File: src/hw/crc_regs.svh
// Register offsets, field positions and reset values of the run control register
//
// Notes on behaviour
// RL1 - Control register at offset 0, resets to 1
// RL2 - Bits 31-16 hold start address, reset zero
// RL3 - Bit 15 low: halted, host may access
// RL4 - Bit 15 high: running, host locked out
// RL5 - Step bit clear: core runs freely
// RL6 - Step bit set: one instruction, enable cleared
// RL7 - Step bit alone never starts the core
// RL8 - Step and enable together act as two writes
// RL9 - Bit 3 gates cycle counters, resets zero
// RL10 - Bit 2 reads one while core sleeps
// RL11 - Writing zero to bit 2 wakes core
// RL12 - Bit 1 enables fetch; clear halts after instruction
// RL13 - Halt keeps state; re-enable resumes in place
// RL14 - Clearing bit 0 resets; back next cycle
// RL15 - Read-only bits ignore writes; reserved bits store (reserved bit 14 always reads zero and is never stored)
`ifndef CRC_REGS_SVH
`define CRC_REGS_SVH

`define CRC_ADDR_W    4
`define CRC_CTRL_OFS  4'h0
`define CRC_CTRL_RST  32'h0000_0001
`define CRC_B_RSTN    0
`define CRC_B_EN      1
`define CRC_B_SLEEP   2
`define CRC_B_CNT     3
`define CRC_B_STEP    8
`define CRC_B_RSV14   14
`define CRC_B_RUN     15
`define CRC_START_HI  31
`define CRC_START_LO  16
`define CRC_RSVA_HI   13
`define CRC_RSVA_LO   9
`define CRC_RSVB_HI   7
`define CRC_RSVB_LO   4

`endif

File: src/hw/crc_pkg.sv
// Types shared by the run control block and its run-state tracker
package crc_pkg;

    // Run state of the core, one-hot
    typedef enum logic [2:0] {
        HALTED   = 3'b001,
        RUNNING  = 3'b010,
        DRAINING = 3'b100
    } crc_run_state_t;

    // Tracker state
    typedef struct packed {
        crc_run_state_t execution_indicator;
    } crc_trk_state_t;

    // Register block state
    typedef struct packed {
        logic [15:0] startAddr;
        logic [4:0]  rsvA;
        logic        step;
        logic [3:0]  rsvB;
        logic        cntEn;
        logic        enable;
        logic        rstN;
        logic        ack;
        logic [31:0] readData;
        logic        softRst;
        logic        wake;
    } crc_ctl_state_t;

endpackage : crc_pkg

File: src/hw/crc_core_if.sv
// Signals between the register block and the run-state tracker
`timescale 1ns/10ps
interface crc_core_if;
    logic fetchEn;    // Fetch permitted
    logic instrDone;  // Core retired an instruction
    logic multiBusy;  // Multi-cycle instruction past its first cycle
    logic running;    // Core executing

    modport ctl (output fetchEn, instrDone, multiBusy, input running);
    modport trk (input fetchEn, instrDone, multiBusy, output running);
endinterface : crc_core_if

File: src/hw/crc_run_control.sv
// Run control register of a small real-time core on an Avalon-MM slave
`timescale 1ns/10ps
`include "crc_regs.svh"
module crc_run_control (
    input  wire logic                    core_clk,
    input  wire logic                    sys_rst,
    // Avalon-MM slave
    input  wire logic [`CRC_ADDR_W-1:0]  avs_address,
    input  wire logic                    avs_read,
    input  wire logic                    avs_write,
    input  wire logic [31:0]             avs_writedata,
    input  wire logic [3:0]              avs_byteenable,
    output logic      [31:0]             avs_readdata,
    output logic                         avs_waitrequest,
    // Core side, same clock
    input  wire logic                    coreInstrDone,
    input  wire logic                    coreMultiBusy,
    input  wire logic                    coreSleeping,
    output logic                         coreFetchEnable,
    output logic                         coreStepMode,
    output logic                         coreSoftReset,
    output logic      [15:0]             coreStartAddress,
    output logic                         cycleCountEnable,
    output logic                         coreWakeForce,
    output logic                         hostLockout,
    output logic                         executionIndicator
);

    crc_pkg::crc_ctl_state_t stateFf;   // Registered state
    crc_pkg::crc_ctl_state_t nxtState;  // Next state

    logic        busReq;    // A request is pending
    logic        ctlHit;    // Address selects the register
    logic        wrHit;     // Write takes effect now
    logic [31:0] ctlWord;   // Register as read
    logic [31:0] wrWord;    // Write merged by byte lanes

    crc_core_if coreIf ();  // Link to the tracker

    // Merge write data into a word by byte enables
    function automatic logic [31:0] byteMerge(
        input logic [31:0] oldWord,
        input logic [31:0] newWord,
        input logic [3:0]  lanes
    );
        logic [31:0] res;
        // Lanes left out keep the old byte
        res = oldWord;
        for (int i = 0; i < 4; i++) begin
            if (lanes[i]) begin
                res[i*8 +: 8] = newWord[i*8 +: 8];
            end
        end
        return res;
    endfunction : byteMerge

    // Bus decode
    assign busReq  = avs_read || avs_write;
    assign ctlHit  = (avs_address == `CRC_CTRL_OFS); // see RL1
    // Writes land only in the answered cycle, so each request lands once
    assign wrHit   = avs_write && stateFf.ack && ctlHit;

    // Register image; bit 14 always reads zero
    always_comb begin
        // Bit 15 comes from the tracker, bit 2 straight from the core
        ctlWord = '0;
        ctlWord[`CRC_START_HI:`CRC_START_LO] = stateFf.startAddr; // see RL2
        ctlWord[`CRC_B_RUN]   = coreIf.running; // see RL3
        ctlWord[`CRC_B_RSV14] = 1'b0; // see RL15
        ctlWord[`CRC_RSVA_HI:`CRC_RSVA_LO] = stateFf.rsvA;
        ctlWord[`CRC_B_STEP]  = stateFf.step;
        ctlWord[`CRC_RSVB_HI:`CRC_RSVB_LO] = stateFf.rsvB;
        ctlWord[`CRC_B_CNT]   = stateFf.cntEn;
        ctlWord[`CRC_B_SLEEP] = coreSleeping; // see RL10
        ctlWord[`CRC_B_EN]    = stateFf.enable;
        ctlWord[`CRC_B_RSTN]  = stateFf.rstN;
    end

    // Read-only bits merged here are never stored back
    assign wrWord = byteMerge(ctlWord, avs_writedata, avs_byteenable);

    // Next-state logic
    always_comb begin
        nxtState = stateFf;
        // Strobes last one cycle
        nxtState.softRst = 1'b0;
        nxtState.wake    = 1'b0;
        // Soft reset bit returns to one next cycle
        nxtState.rstN    = 1'b1; // see RL14
        // Answer one cycle after the request arrives
        nxtState.ack     = busReq && !stateFf.ack;
        // Capture read data in the first cycle
        if (avs_read && !stateFf.ack) begin
            nxtState.readData = ctlHit ? ctlWord : 32'h0000_0000;
        end
        // Single step: clear enable after one instruction
        if (stateFf.enable && stateFf.step && coreInstrDone) begin
            nxtState.enable = 1'b0; // see RL6
        end
        // Host write; a set of enable wins over the step clear
        if (wrHit) begin
            nxtState.startAddr = wrWord[`CRC_START_HI:`CRC_START_LO]; // see RL2
            nxtState.rsvA      = wrWord[`CRC_RSVA_HI:`CRC_RSVA_LO]; // see RL15
            nxtState.rsvB      = wrWord[`CRC_RSVB_HI:`CRC_RSVB_LO]; // see RL15
            nxtState.step      = wrWord[`CRC_B_STEP]; // see RL8
            nxtState.enable    = wrWord[`CRC_B_EN]; // see RL8
            nxtState.cntEn     = wrWord[`CRC_B_CNT]; // see RL9
            // Zero to the sleep bit forces wake-up
            if (avs_byteenable[0] && !wrWord[`CRC_B_SLEEP]) begin
                nxtState.wake = 1'b1; // see RL11
            end
            // Zero to the reset bit resets the core
            if (avs_byteenable[0] && !wrWord[`CRC_B_RSTN]) begin
                nxtState.rstN    = 1'b0; // see RL14
                nxtState.softRst = 1'b1; // see RL14
            end
        end
    end

    // State register
    always_ff @(posedge core_clk) begin
        if (sys_rst) begin
            // Everything clears except the soft reset bit
            stateFf          <= '0;
            stateFf.rstN     <= 1'b1; // see RL1
        end else begin
            stateFf          <= nxtState;
        end
    end

    // Tracker of the run state
    // It stands in for the core's own halt logic
    crc_run_tracker uTracker (
        .core_clk (core_clk),
        .sys_rst  (sys_rst),
        .coreIf   (coreIf)
    );

    // Tracker inputs
    assign coreIf.fetchEn   = stateFf.enable; // see RL7
    assign coreIf.instrDone = coreInstrDone;
    assign coreIf.multiBusy = coreMultiBusy;

    // Bus outputs
    // Wait state only in the first cycle of a request
    assign avs_waitrequest  = busReq && !stateFf.ack;
    assign avs_readdata     = stateFf.readData;

    // Core outputs
    // Pulses and levels come straight from flops; hostLockout and executionIndicator decode the tracker state
    assign coreFetchEnable    = stateFf.enable; // see RL5
    assign coreStepMode       = stateFf.step;
    assign coreSoftReset      = stateFf.softRst;
    assign coreStartAddress   = stateFf.startAddr;
    assign cycleCountEnable   = stateFf.cntEn; // see RL9
    assign coreWakeForce      = stateFf.wake;
    assign hostLockout        = coreIf.running; // see RL4
    assign executionIndicator = coreIf.running;
endmodule : crc_run_control

File: src/hw/crc_run_tracker.sv
// Tracks whether the core is running, halted or finishing an instruction
`timescale 1ns/10ps
`include "crc_regs.svh"
module crc_run_tracker (
    input wire logic core_clk,
    input wire logic sys_rst,
    crc_core_if.trk  coreIf
);

    crc_pkg::crc_trk_state_t stateFf;   // Registered state
    crc_pkg::crc_trk_state_t nxtState;  // Next state

    // Next run state
    always_comb begin
        nxtState = stateFf;
        case (stateFf.execution_indicator)
            crc_pkg::HALTED: begin
                // State was kept, so fetch resumes in place
                if (coreIf.fetchEn) begin
                    nxtState.execution_indicator = crc_pkg::RUNNING; // see RL13
                end
            end
            crc_pkg::RUNNING: begin
                // Halt at once unless an instruction is mid-way
                if (!coreIf.fetchEn) begin
                    if (coreIf.multiBusy && !coreIf.instrDone) begin
                        nxtState.execution_indicator = crc_pkg::DRAINING; // see RL12
                    end else begin
                        nxtState.execution_indicator = crc_pkg::HALTED; // see RL12
                    end
                end
            end
            crc_pkg::DRAINING: begin
                // Instruction completes before the pause
                if (coreIf.instrDone) begin
                    nxtState.execution_indicator = coreIf.fetchEn ? crc_pkg::RUNNING : crc_pkg::HALTED;
                end
            end
            default: begin
                nxtState.execution_indicator = crc_pkg::HALTED;
            end
        endcase
    end

    // State register
    always_ff @(posedge core_clk) begin
        if (sys_rst) begin
            stateFf <= '{execution_indicator: crc_pkg::HALTED};
        end else begin
            stateFf <= nxtState;
        end
    end

    assign coreIf.running = (stateFf.execution_indicator != crc_pkg::HALTED);
endmodule : crc_run_tracker

File: config.mk
export PLATFORM = sky130hd
export DESIGN_NAME = crc_run_control
export DESIGN_NICKNAME = d
export VERILOG_FILES = /design/src/hw/crc_pkg.sv /design/src/hw/crc_core_if.sv /design/src/hw/crc_run_control.sv /design/src/hw/crc_run_tracker.sv
export VERILOG_INCLUDE_DIRS = /design/src /design/src/hw
export SDC_FILE = /design/constraint.sdc
export NUM_CORES = 1
export LEC_CHECK = 0
export ABC_AREA = 1
export BUFFER_PORTS_ARGS = -buffer_cell sky130_fd_sc_hd__buf_2
export CORE_ASPECT_RATIO = 1.2
export CORE_UTILIZATION = 44
export DETAILED_ROUTE_END_ITERATION = 8
export GPL_ROUTABILITY_DRIVEN = 0
export HOLD_SLACK_MARGIN = 0.06
export MAX_ROUTING_LAYER = met4
export PLACE_DENSITY = 0.75
export RECOVER_POWER = 100
export SYNTH_ARGS = -nofsm -noshare
export SYNTH_HDL_FRONTEND = slang
export SYNTH_SLANG_ARGS = --single-unit
File: constraint.sdc
create_clock -name core_clk -period 1.17 [get_ports core_clk]
set_clock_uncertainty 0.1 [all_clocks]
set_input_delay 0.0585 -clock core_clk [delete_from_list [all_inputs] [get_ports core_clk]]
set_output_delay 0.0585 -clock core_clk [all_outputs]
set_load 0.03 [all_outputs]
==> summary.md, run 1 <==
| Metric | Value |
|---|---|
| Outcome | `finished, violations left` |
| Violated checks | `setup timing` |
| Antenna Cells | `0` |
| Combinational power share | `19.1%` |
| P_int | `4.14 mW` |
| Maximum VDD drop | `0.892 mV` |
| Net Sw Frac | `28.0%` |
| Worst min path class | `input port to flip-flop` |
| Vias per cell | `5.09` |
| Synth warn | `0` |
| Number of routed nets with antenna violations | `0` |
| CP bufs+invs | `3` |
| Slowest stage delay, CP | `0.33 ns` |
| CP Max Fanout | `8` |
| Hold Violations, Final | `0` |
| PwrDens | `1390 nW/µm²` |
| Seq cells post-synth | `66` |
| H-Tree Depth | `3` |
| CP arrival | `1.41 ns` |
| Clock Sinks | `66` |
| Maxcap violations | `0` |
| Kind of critical path | `flip-flop to flip-flop` |
| Iter 0 DRT Violations | `129` |
| Pwr Total | `5.74 mW` |
| Post-synthesis cell type count | `20` |
| Syn Nets | `415` |
| R2R Setup Slk | `-0.08 ns` |
| Worst-Skew Late Latency | `0.33 ns` |
| RSZ-0062 raised after global routing | `true` |
| Row cnt | `31` |
| Dpl cell area | `3100 µm²` |
| Die Wd | `75.3 µm` |
| Hold Startpoint | `sys_rst` |
| Mean routed wirelength per cell | `15.4 µm` |
| Initial antenna violation count | `0` |
| Reg clk slew, reported paths | `0.07 ns` |
| Remaining global-route overflow | `0` |
| Root Driver | `clkbuf_8` |
| Buffers on Ports | `99` |
| Power share of the sequential group | `42.0%` |
| Final Setup Violations | `46` |
| First-pass GRT wire length | `12000 µm` |
| Reg2reg end | `avs_readdata[8]` |
| Vias in the first global route | `2599` |
| P&R area growth vs syn | `45.8%` |
| Total Routing Usage GR | `24.2%` |
| Seq/Total Area, Yosys | `46.5%` |
| Drt pass-1 iters | `4` |
| Die extent in y | `90.0 µm` |
| Dpl hpwl | `4160 µm` |
| Period minus WS final | `1.25 ns` |
| Final nets | `514` |
| Clk buf depth | `2` |
| Largest net degree at the start of global routing | `61` |
| CP Launch Type | `flip-flop` |
| Crit path required time | `1.34 ns` |
| Leakage | `1.79 nW` |
| Slew Viols, Final | `0` |
| Net Sw Power | `1.61 mW` |
| Worst setup EP type | `flip-flop` |
| Cell Area, Synth | `2840 µm²` |
| Cell count of the worst reg-to-reg path | `6` |
| WHS Endpoint | `coreStartAddress[4]` |
| Clock Power Share | `38.9%` |
| R2R Path Start | `stateFf[34]` |
| Post-Syn Instances | `368` |
| Routed WL | `8540 µm` |
| CTS tree | `done` |
| Total negative slack | `-1.56 ns` |
| Setup ws final | `-0.0756 ns` |
| Die Footprint | `6780 µm²` |
| CP delay by family, top | `buffers and inverters` |
| Crit-path cells | `buf_6 -> nor2_4 -> buf_12 -> clkbuf_16 -> o21ai_1 -> a21oi_1` |
| Number of remaining DRC errors | `0` |
| Period utilization | `106%` |
| Finished Cell Area | `4140 µm²` |
| CP max stage cell | `dfxtp_2` |
| Starting Density | `46.3%` |
| Total CTS buffers | `9` |
| Io pins | `103` |
| Max frequency | `0.803 GHz` |
| Core ar. | `6130 µm²` |
| Vias | `2818` |
| Hold path cells | `5` |
| Share of post-route cells with drive strength above 1 | `38.8%` |
| Syn avg cell area | `7.72 µm²` |
## worst max path at each step
stage / endpoint / depth (start not counted) / slack [ns] / startpoint
2_1_floorplan: coreStepMode / 5 / 0.009 / stateFf[34]
3_3_place_gp: coreStartAddress[9] / 6 / -0.03 / stateFf[34]
3_5_place_dp: coreStartAddress[15] / 5 / -0.09 / stateFf[34]
4_1_cts: avs_waitrequest / 3 / -0.03 / stateFf[34]
5_1_grt: ctlWord[12] / 7 / -0.11 / stateFf[34]
6_report: avs_readdata[8] / 6 / -0.08 / stateFf[34]
## power groups by stage
stage	Clock (mW)	Combinational, mW	Sequential, mW
6_report	2.23	1.10	2.41
2_1_floorplan	0	0.598	2.43
3_3_place_gp	0	0.734	2.44
5_1_grt	2.36	1.17	2.42
3_5_place_dp	0	0.744	2.44
4_1_cts	2.26	0.936	2.39
## cell families (layout without fill, tap and decap cells)
| family | Yosys count | count (layout) | share of synthesized area, % |
|---|---|---|---|
| flops | 66 | 66 | 46.5 |
| compound gates | 94 | 94 | 16.6 |
| buf+inv | 82 | 185 | 17.3 |
| simple gates | 125 | 126 | 19.5 |
| other cells | 1 | 1 | 0.132 |
## placed cells by master, fill, tap and decap left out
master         instances
a21oi_1               26
a21oi_2                6
buf_12                 6
buf_2                 73
buf_4                  4
buf_6                  5
bufinv_16              2
clkbuf_16              4
clkbuf_2              23
clkbuf_8              11
clkinvlp_4             2
conb_1                 1
dfxtp_1               61
dfxtp_2                3
dfxtp_4                2
dlygate4sd3_1         39
inv_1                  8
inv_2                  1
inv_4                  4
inv_6                  2
inv_8                  1
nand2_1               13
nand2_2                1
nand2_4                3
nand2_8                1
nand3_1               33
nand3_4                1
nand3b_1               1
nand4_1                2
nor2_1                61
nor2_2                 3
nor2_4                 3
nor3_1                 2
nor3_4                 2
o21ai_0                9
o21ai_1               33
o21ai_2               19
o21ai_4                1
## worst reg2reg max path, cell delays in order (launching register included)
cell and delay [ns]:
dfxtp_2 0.33, buf_6 0.12, nor2_4 0.12, buf_12 0.17, clkbuf_16 0.16, o21ai_1 0.06
a21oi_1 0.14
## state kept, by name (all words and copies together), names as in the netlist
register,count
ctlWord,10
stateFf,1
avs_readdata,31
coreWakeForce,1
cycleCountEnable,1
coreSoftReset,1
coreStartAddress,16
coreFetchEnable,1
coreStepMode,1
uTracker.stateFf,3
## Yosys cell counts
library cell | n | share of area [%]
dfxtp_1 | 66 | 47
nor2_1 | 63 | 8.3
o21ai_0 | 61 | 11
buf_4 | 49 | 13
nand3_1 | 34 | 6.0
a21oi_1 | 32 | 5.6
clkbuf_1 | 17 | 2.2
nand2_1 | 14 | 1.9
inv_1 | 11 | 1.5
inv_2 | 4 | 0.53
nand2_2 | 3 | 0.66
nor2_2 | 3 | 0.66
nor3_1 | 3 | 0.53
nand4_1 | 2 | 0.44
buf_1 | 1 | 0.13
conb_1 | 1 | 0.13
nand3b_1 | 1 | 0.26
nor2_4 | 1 | 0.40
nor3_2 | 1 | 0.35
o21ai_1 | 1 | 0.18
## through the flow
step,setup WS [ns],cells,utilization [%],hold WS (ns)
global placement,-0.0280,488,50.7,0.134
floorplan,0.00945,368,-,0.0276
detailed placement,-0.0945,488,50.7,0.136
finish,-0.0756,554,67.6,0.136
CTS,-0.0286,548,63.0,0.126
global route,-0.111,554,67.6,0.177
## per-layer routing
layer	wire (µm)	GRT usage, %
met1	3310	27.7
met2	4580	40.8
met3	431	3.92
met4	218	10.3
met5	0	-
## layout make-up
type / count / area [µm²]
timing repair buffer: 154 / 1180
tap: 82 / 103
clock buffer: 11 / 151
fill: 504 / 1990
clock inverter: 5 / 83.8
inverter: 15 / 78.8
sequential: 66 / 1330
multi-input combinational: 221 / 1210
## what timing repair did
item / in CTS / in global routing
gates resized for setup: 36 / 81
gates cloned: 2 / 5
hold buffers: 39 / 0
pin swaps: 5 / 6
setup endpoints to repair: 54 / 65
hold endpoints to repair: 36 / 0
setup buffers: 3 / 2
Note: power is estimated with default switching activity, not from simulation.
==> run 2: changes to the inputs <==
Settings changed: MAX_ROUTING_LAYER met4 to unset.
==> run 2 against run 1 <==
Effect of this change: the flow still finishes with violations (setup timing); cell area decreased by 0.27%; setup slack got worse by 0.015 ns; die area unchanged; utilization decreased by 0.18 points; final cell count unchanged; register-to-register slack got worse by 0.02 ns; critical endpoint unchanged; largest cell class unchanged.
==> summary.md, run 2 (synthesized netlist as in run 1, its figures left out) <==
| Metric | Value |
|---|---|
| Outcome | `finished, violations left` |
| Violated checks | `setup timing` |
| Io pins | `103 (unchanged)` |
| Clock Power Share | `38.9% (about the same)` |
| Iter 0 DRT Violations | `129 (unchanged)` |
| Pwr Total | `5.74 mW (-0.14%)` |
| Drt pass-1 iters | `5 (+1)` |
| Total CTS buffers | `9 (unchanged)` |
| Row cnt | `31 (unchanged)` |
| Util after Layout | `67.4% (-0.18 points)` |
| Total Routing Usage GR | `23.6% (-0.62 points)` |
| Clk buf depth | `2 (unchanged)` |
| Root Driver | `clkbuf_8` |
| Net Sw Power | `1.60 mW (-0.35%)` |
| Routed WL | `8530 µm (-0.18%)` |
| Number of remaining DRC errors | `0 (unchanged)` |
| Vias in the first global route | `2601 (+0.077%)` |
| Crit path required time | `1.34 ns (about the same)` |
| Clock Sinks | `66 (unchanged)` |
| Commonest non-fill, non-tap cell in the layout | `buf_2` |
| Max reg flops | `31 (unchanged)` |
| RSZ-0062 raised after global routing | `true` |
| Share of post-route cells with drive strength above 1 | `37.7% (-1.1 points)` |
| Worst-Skew Late Latency | `0.34 ns (about the same)` |
| Starting Density | `46.3% (unchanged)` |
| Period minus WS final | `1.26 ns (+0.0152 ns)` |
| Dpl hpwl | `4160 µm (unchanged)` |
| Vias per cell | `5.08 (-0.14%)` |
| Core ar. | `6130 µm² (unchanged)` |
| Leading cell types in the layout, fill and taps excluded | `buf_2, nor2_1, dfxtp_1` |
| Number of routed nets with antenna violations | `0 (unchanged)` |
| Period utilization | `108% (+1.3 points)` |
| Final nets | `514 (unchanged)` |
| Worst min path class | `input port to flip-flop` |
| Vias | `2814 (-0.14%)` |
| Antenna Cells | `0 (unchanged)` |
| Reg clk slew, reported paths | `0.07 ns (about the same)` |
| Kind of critical path | `flip-flop to flip-flop` |
| Remaining global-route overflow | `0 (unchanged)` |
| Total negative slack | `-1.38 ns (+0.181 ns)` |
| Die Wd | `75.3 µm (unchanged)` |
| P&R area growth vs syn | `45.4%` |
| CP Max Fanout | `8 (unchanged)` |
| CP arrival | `1.43 ns (+0.02 ns)` |
| Mean routed wirelength per cell | `15.4 µm (-0.18%)` |
| Slew Viols, Final | `0 (unchanged)` |
| Leakage | `1.78 nW (-0.59%)` |
| H-Tree Depth | `3 (unchanged)` |
| Initial antenna violation count | `0 (unchanged)` |
| Combinational power share | `19.1% (about the same)` |
| Maximum VDD drop | `0.882 mV (-1.1%)` |
| Worst setup EP type | `flip-flop` |
| Max frequency | `0.793 GHz (-1.2%)` |
| Hold Violations, Final | `0 (unchanged)` |
| Net Sw Frac | `27.9% (-0.058 points)` |
| Final Setup Violations | `47 (+2.2%)` |
| Power share of the sequential group | `42.0% (about the same)` |
| Die Footprint | `6780 µm² (unchanged)` |
| Maxcap violations | `0 (unchanged)` |
| First-pass GRT wire length | `12000 µm (+0.12%)` |
| Die extent in y | `90.0 µm (unchanged)` |
| Largest net degree at the start of global routing | `61 (unchanged)` |
| CP Launch Type | `flip-flop` |
| PwrDens | `1390 nW/µm² (+0.13%)` |
| P_int | `4.14 mW (about the same)` |
| Buffers on Ports | `99 (unchanged)` |
| Setup ws final | `-0.0908 ns (-0.0152 ns)` |
| CTS tree | `done` |
[run 2: through the flow]
stage | setup WS (ns) | hold slack [ns] | cells | instance area, µm²
floorplan | 0.00945 | 0.0276 | 368 | 2850
global placement | -0.0280 | 0.134 | 488 | 3100
detailed placement | -0.0945 | 0.136 | 488 | 3100
CTS | -0.0286 | 0.126 | 548 | 3860
global route | -0.128 | 0.176 | 554 | 4130
finish | -0.0908 | 0.140 | 554 | 4130
[run 2: cell type report]
type	count	area, µm²
clock buffers	11	151
clock inverters	5	83.8
fillers	501	2000
inverters	15	78.8
multi-input cells	221	1200
flip-flops and latches	66	1330
well taps	82	103
repair buffers	154	1180
[run 2: worst paths after layout]
path / startpoint / end / slack (ns) / cells after the start
setup / recovery: stateFf[34] / avs_readdata[8] / -0.09 / 6
hold / removal: sys_rst / avs_readdata[16] / 0.14 / 5
setup reg to reg: stateFf[34] / avs_readdata[8] / -0.09 / 6
hold reg to reg: ctlWord[4] / avs_readdata[4] / 0.39 / 2
[run 2: routing by layer]
layer	GRT usage (%)	up-vias	share of wire (%)
met5	0	-	0
met4	8.95	0	1.6
met3	5.49	11	5.2
met2	40.6	101	54
met1	27.5	1318	39
li1	-	1384	-
[run 2: what timing repair did]
action	in CTS	in global routing
endpoints found under the hold margin	36	0
pin swaps	5	5
hold buffers	39	0
cloned	2	5
gates resized for setup	36	75
setup endpoints to repair	54	65
buffers inserted	3	2
[run 2: worst max-delay path: stages (launching register included)]
cell	delay [ns]
dfxtp_2	0.32
buf_6	0.12
nor2_4	0.12
buf_12	0.17
clkbuf_16	0.16
o21ai_1	0.06
a21oi_1	0.15
[run 2: power by group through the flow]
stage	Sequential, mW	Combinational, mW	Clock [mW]
2_1_floorplan	2.43	0.598	0
3_3_place_gp	2.44	0.734	0
3_5_place_dp	2.44	0.744	0
4_1_cts	2.39	0.936	2.26
5_1_grt	2.42	1.16	2.37
6_report	2.41	1.10	2.23
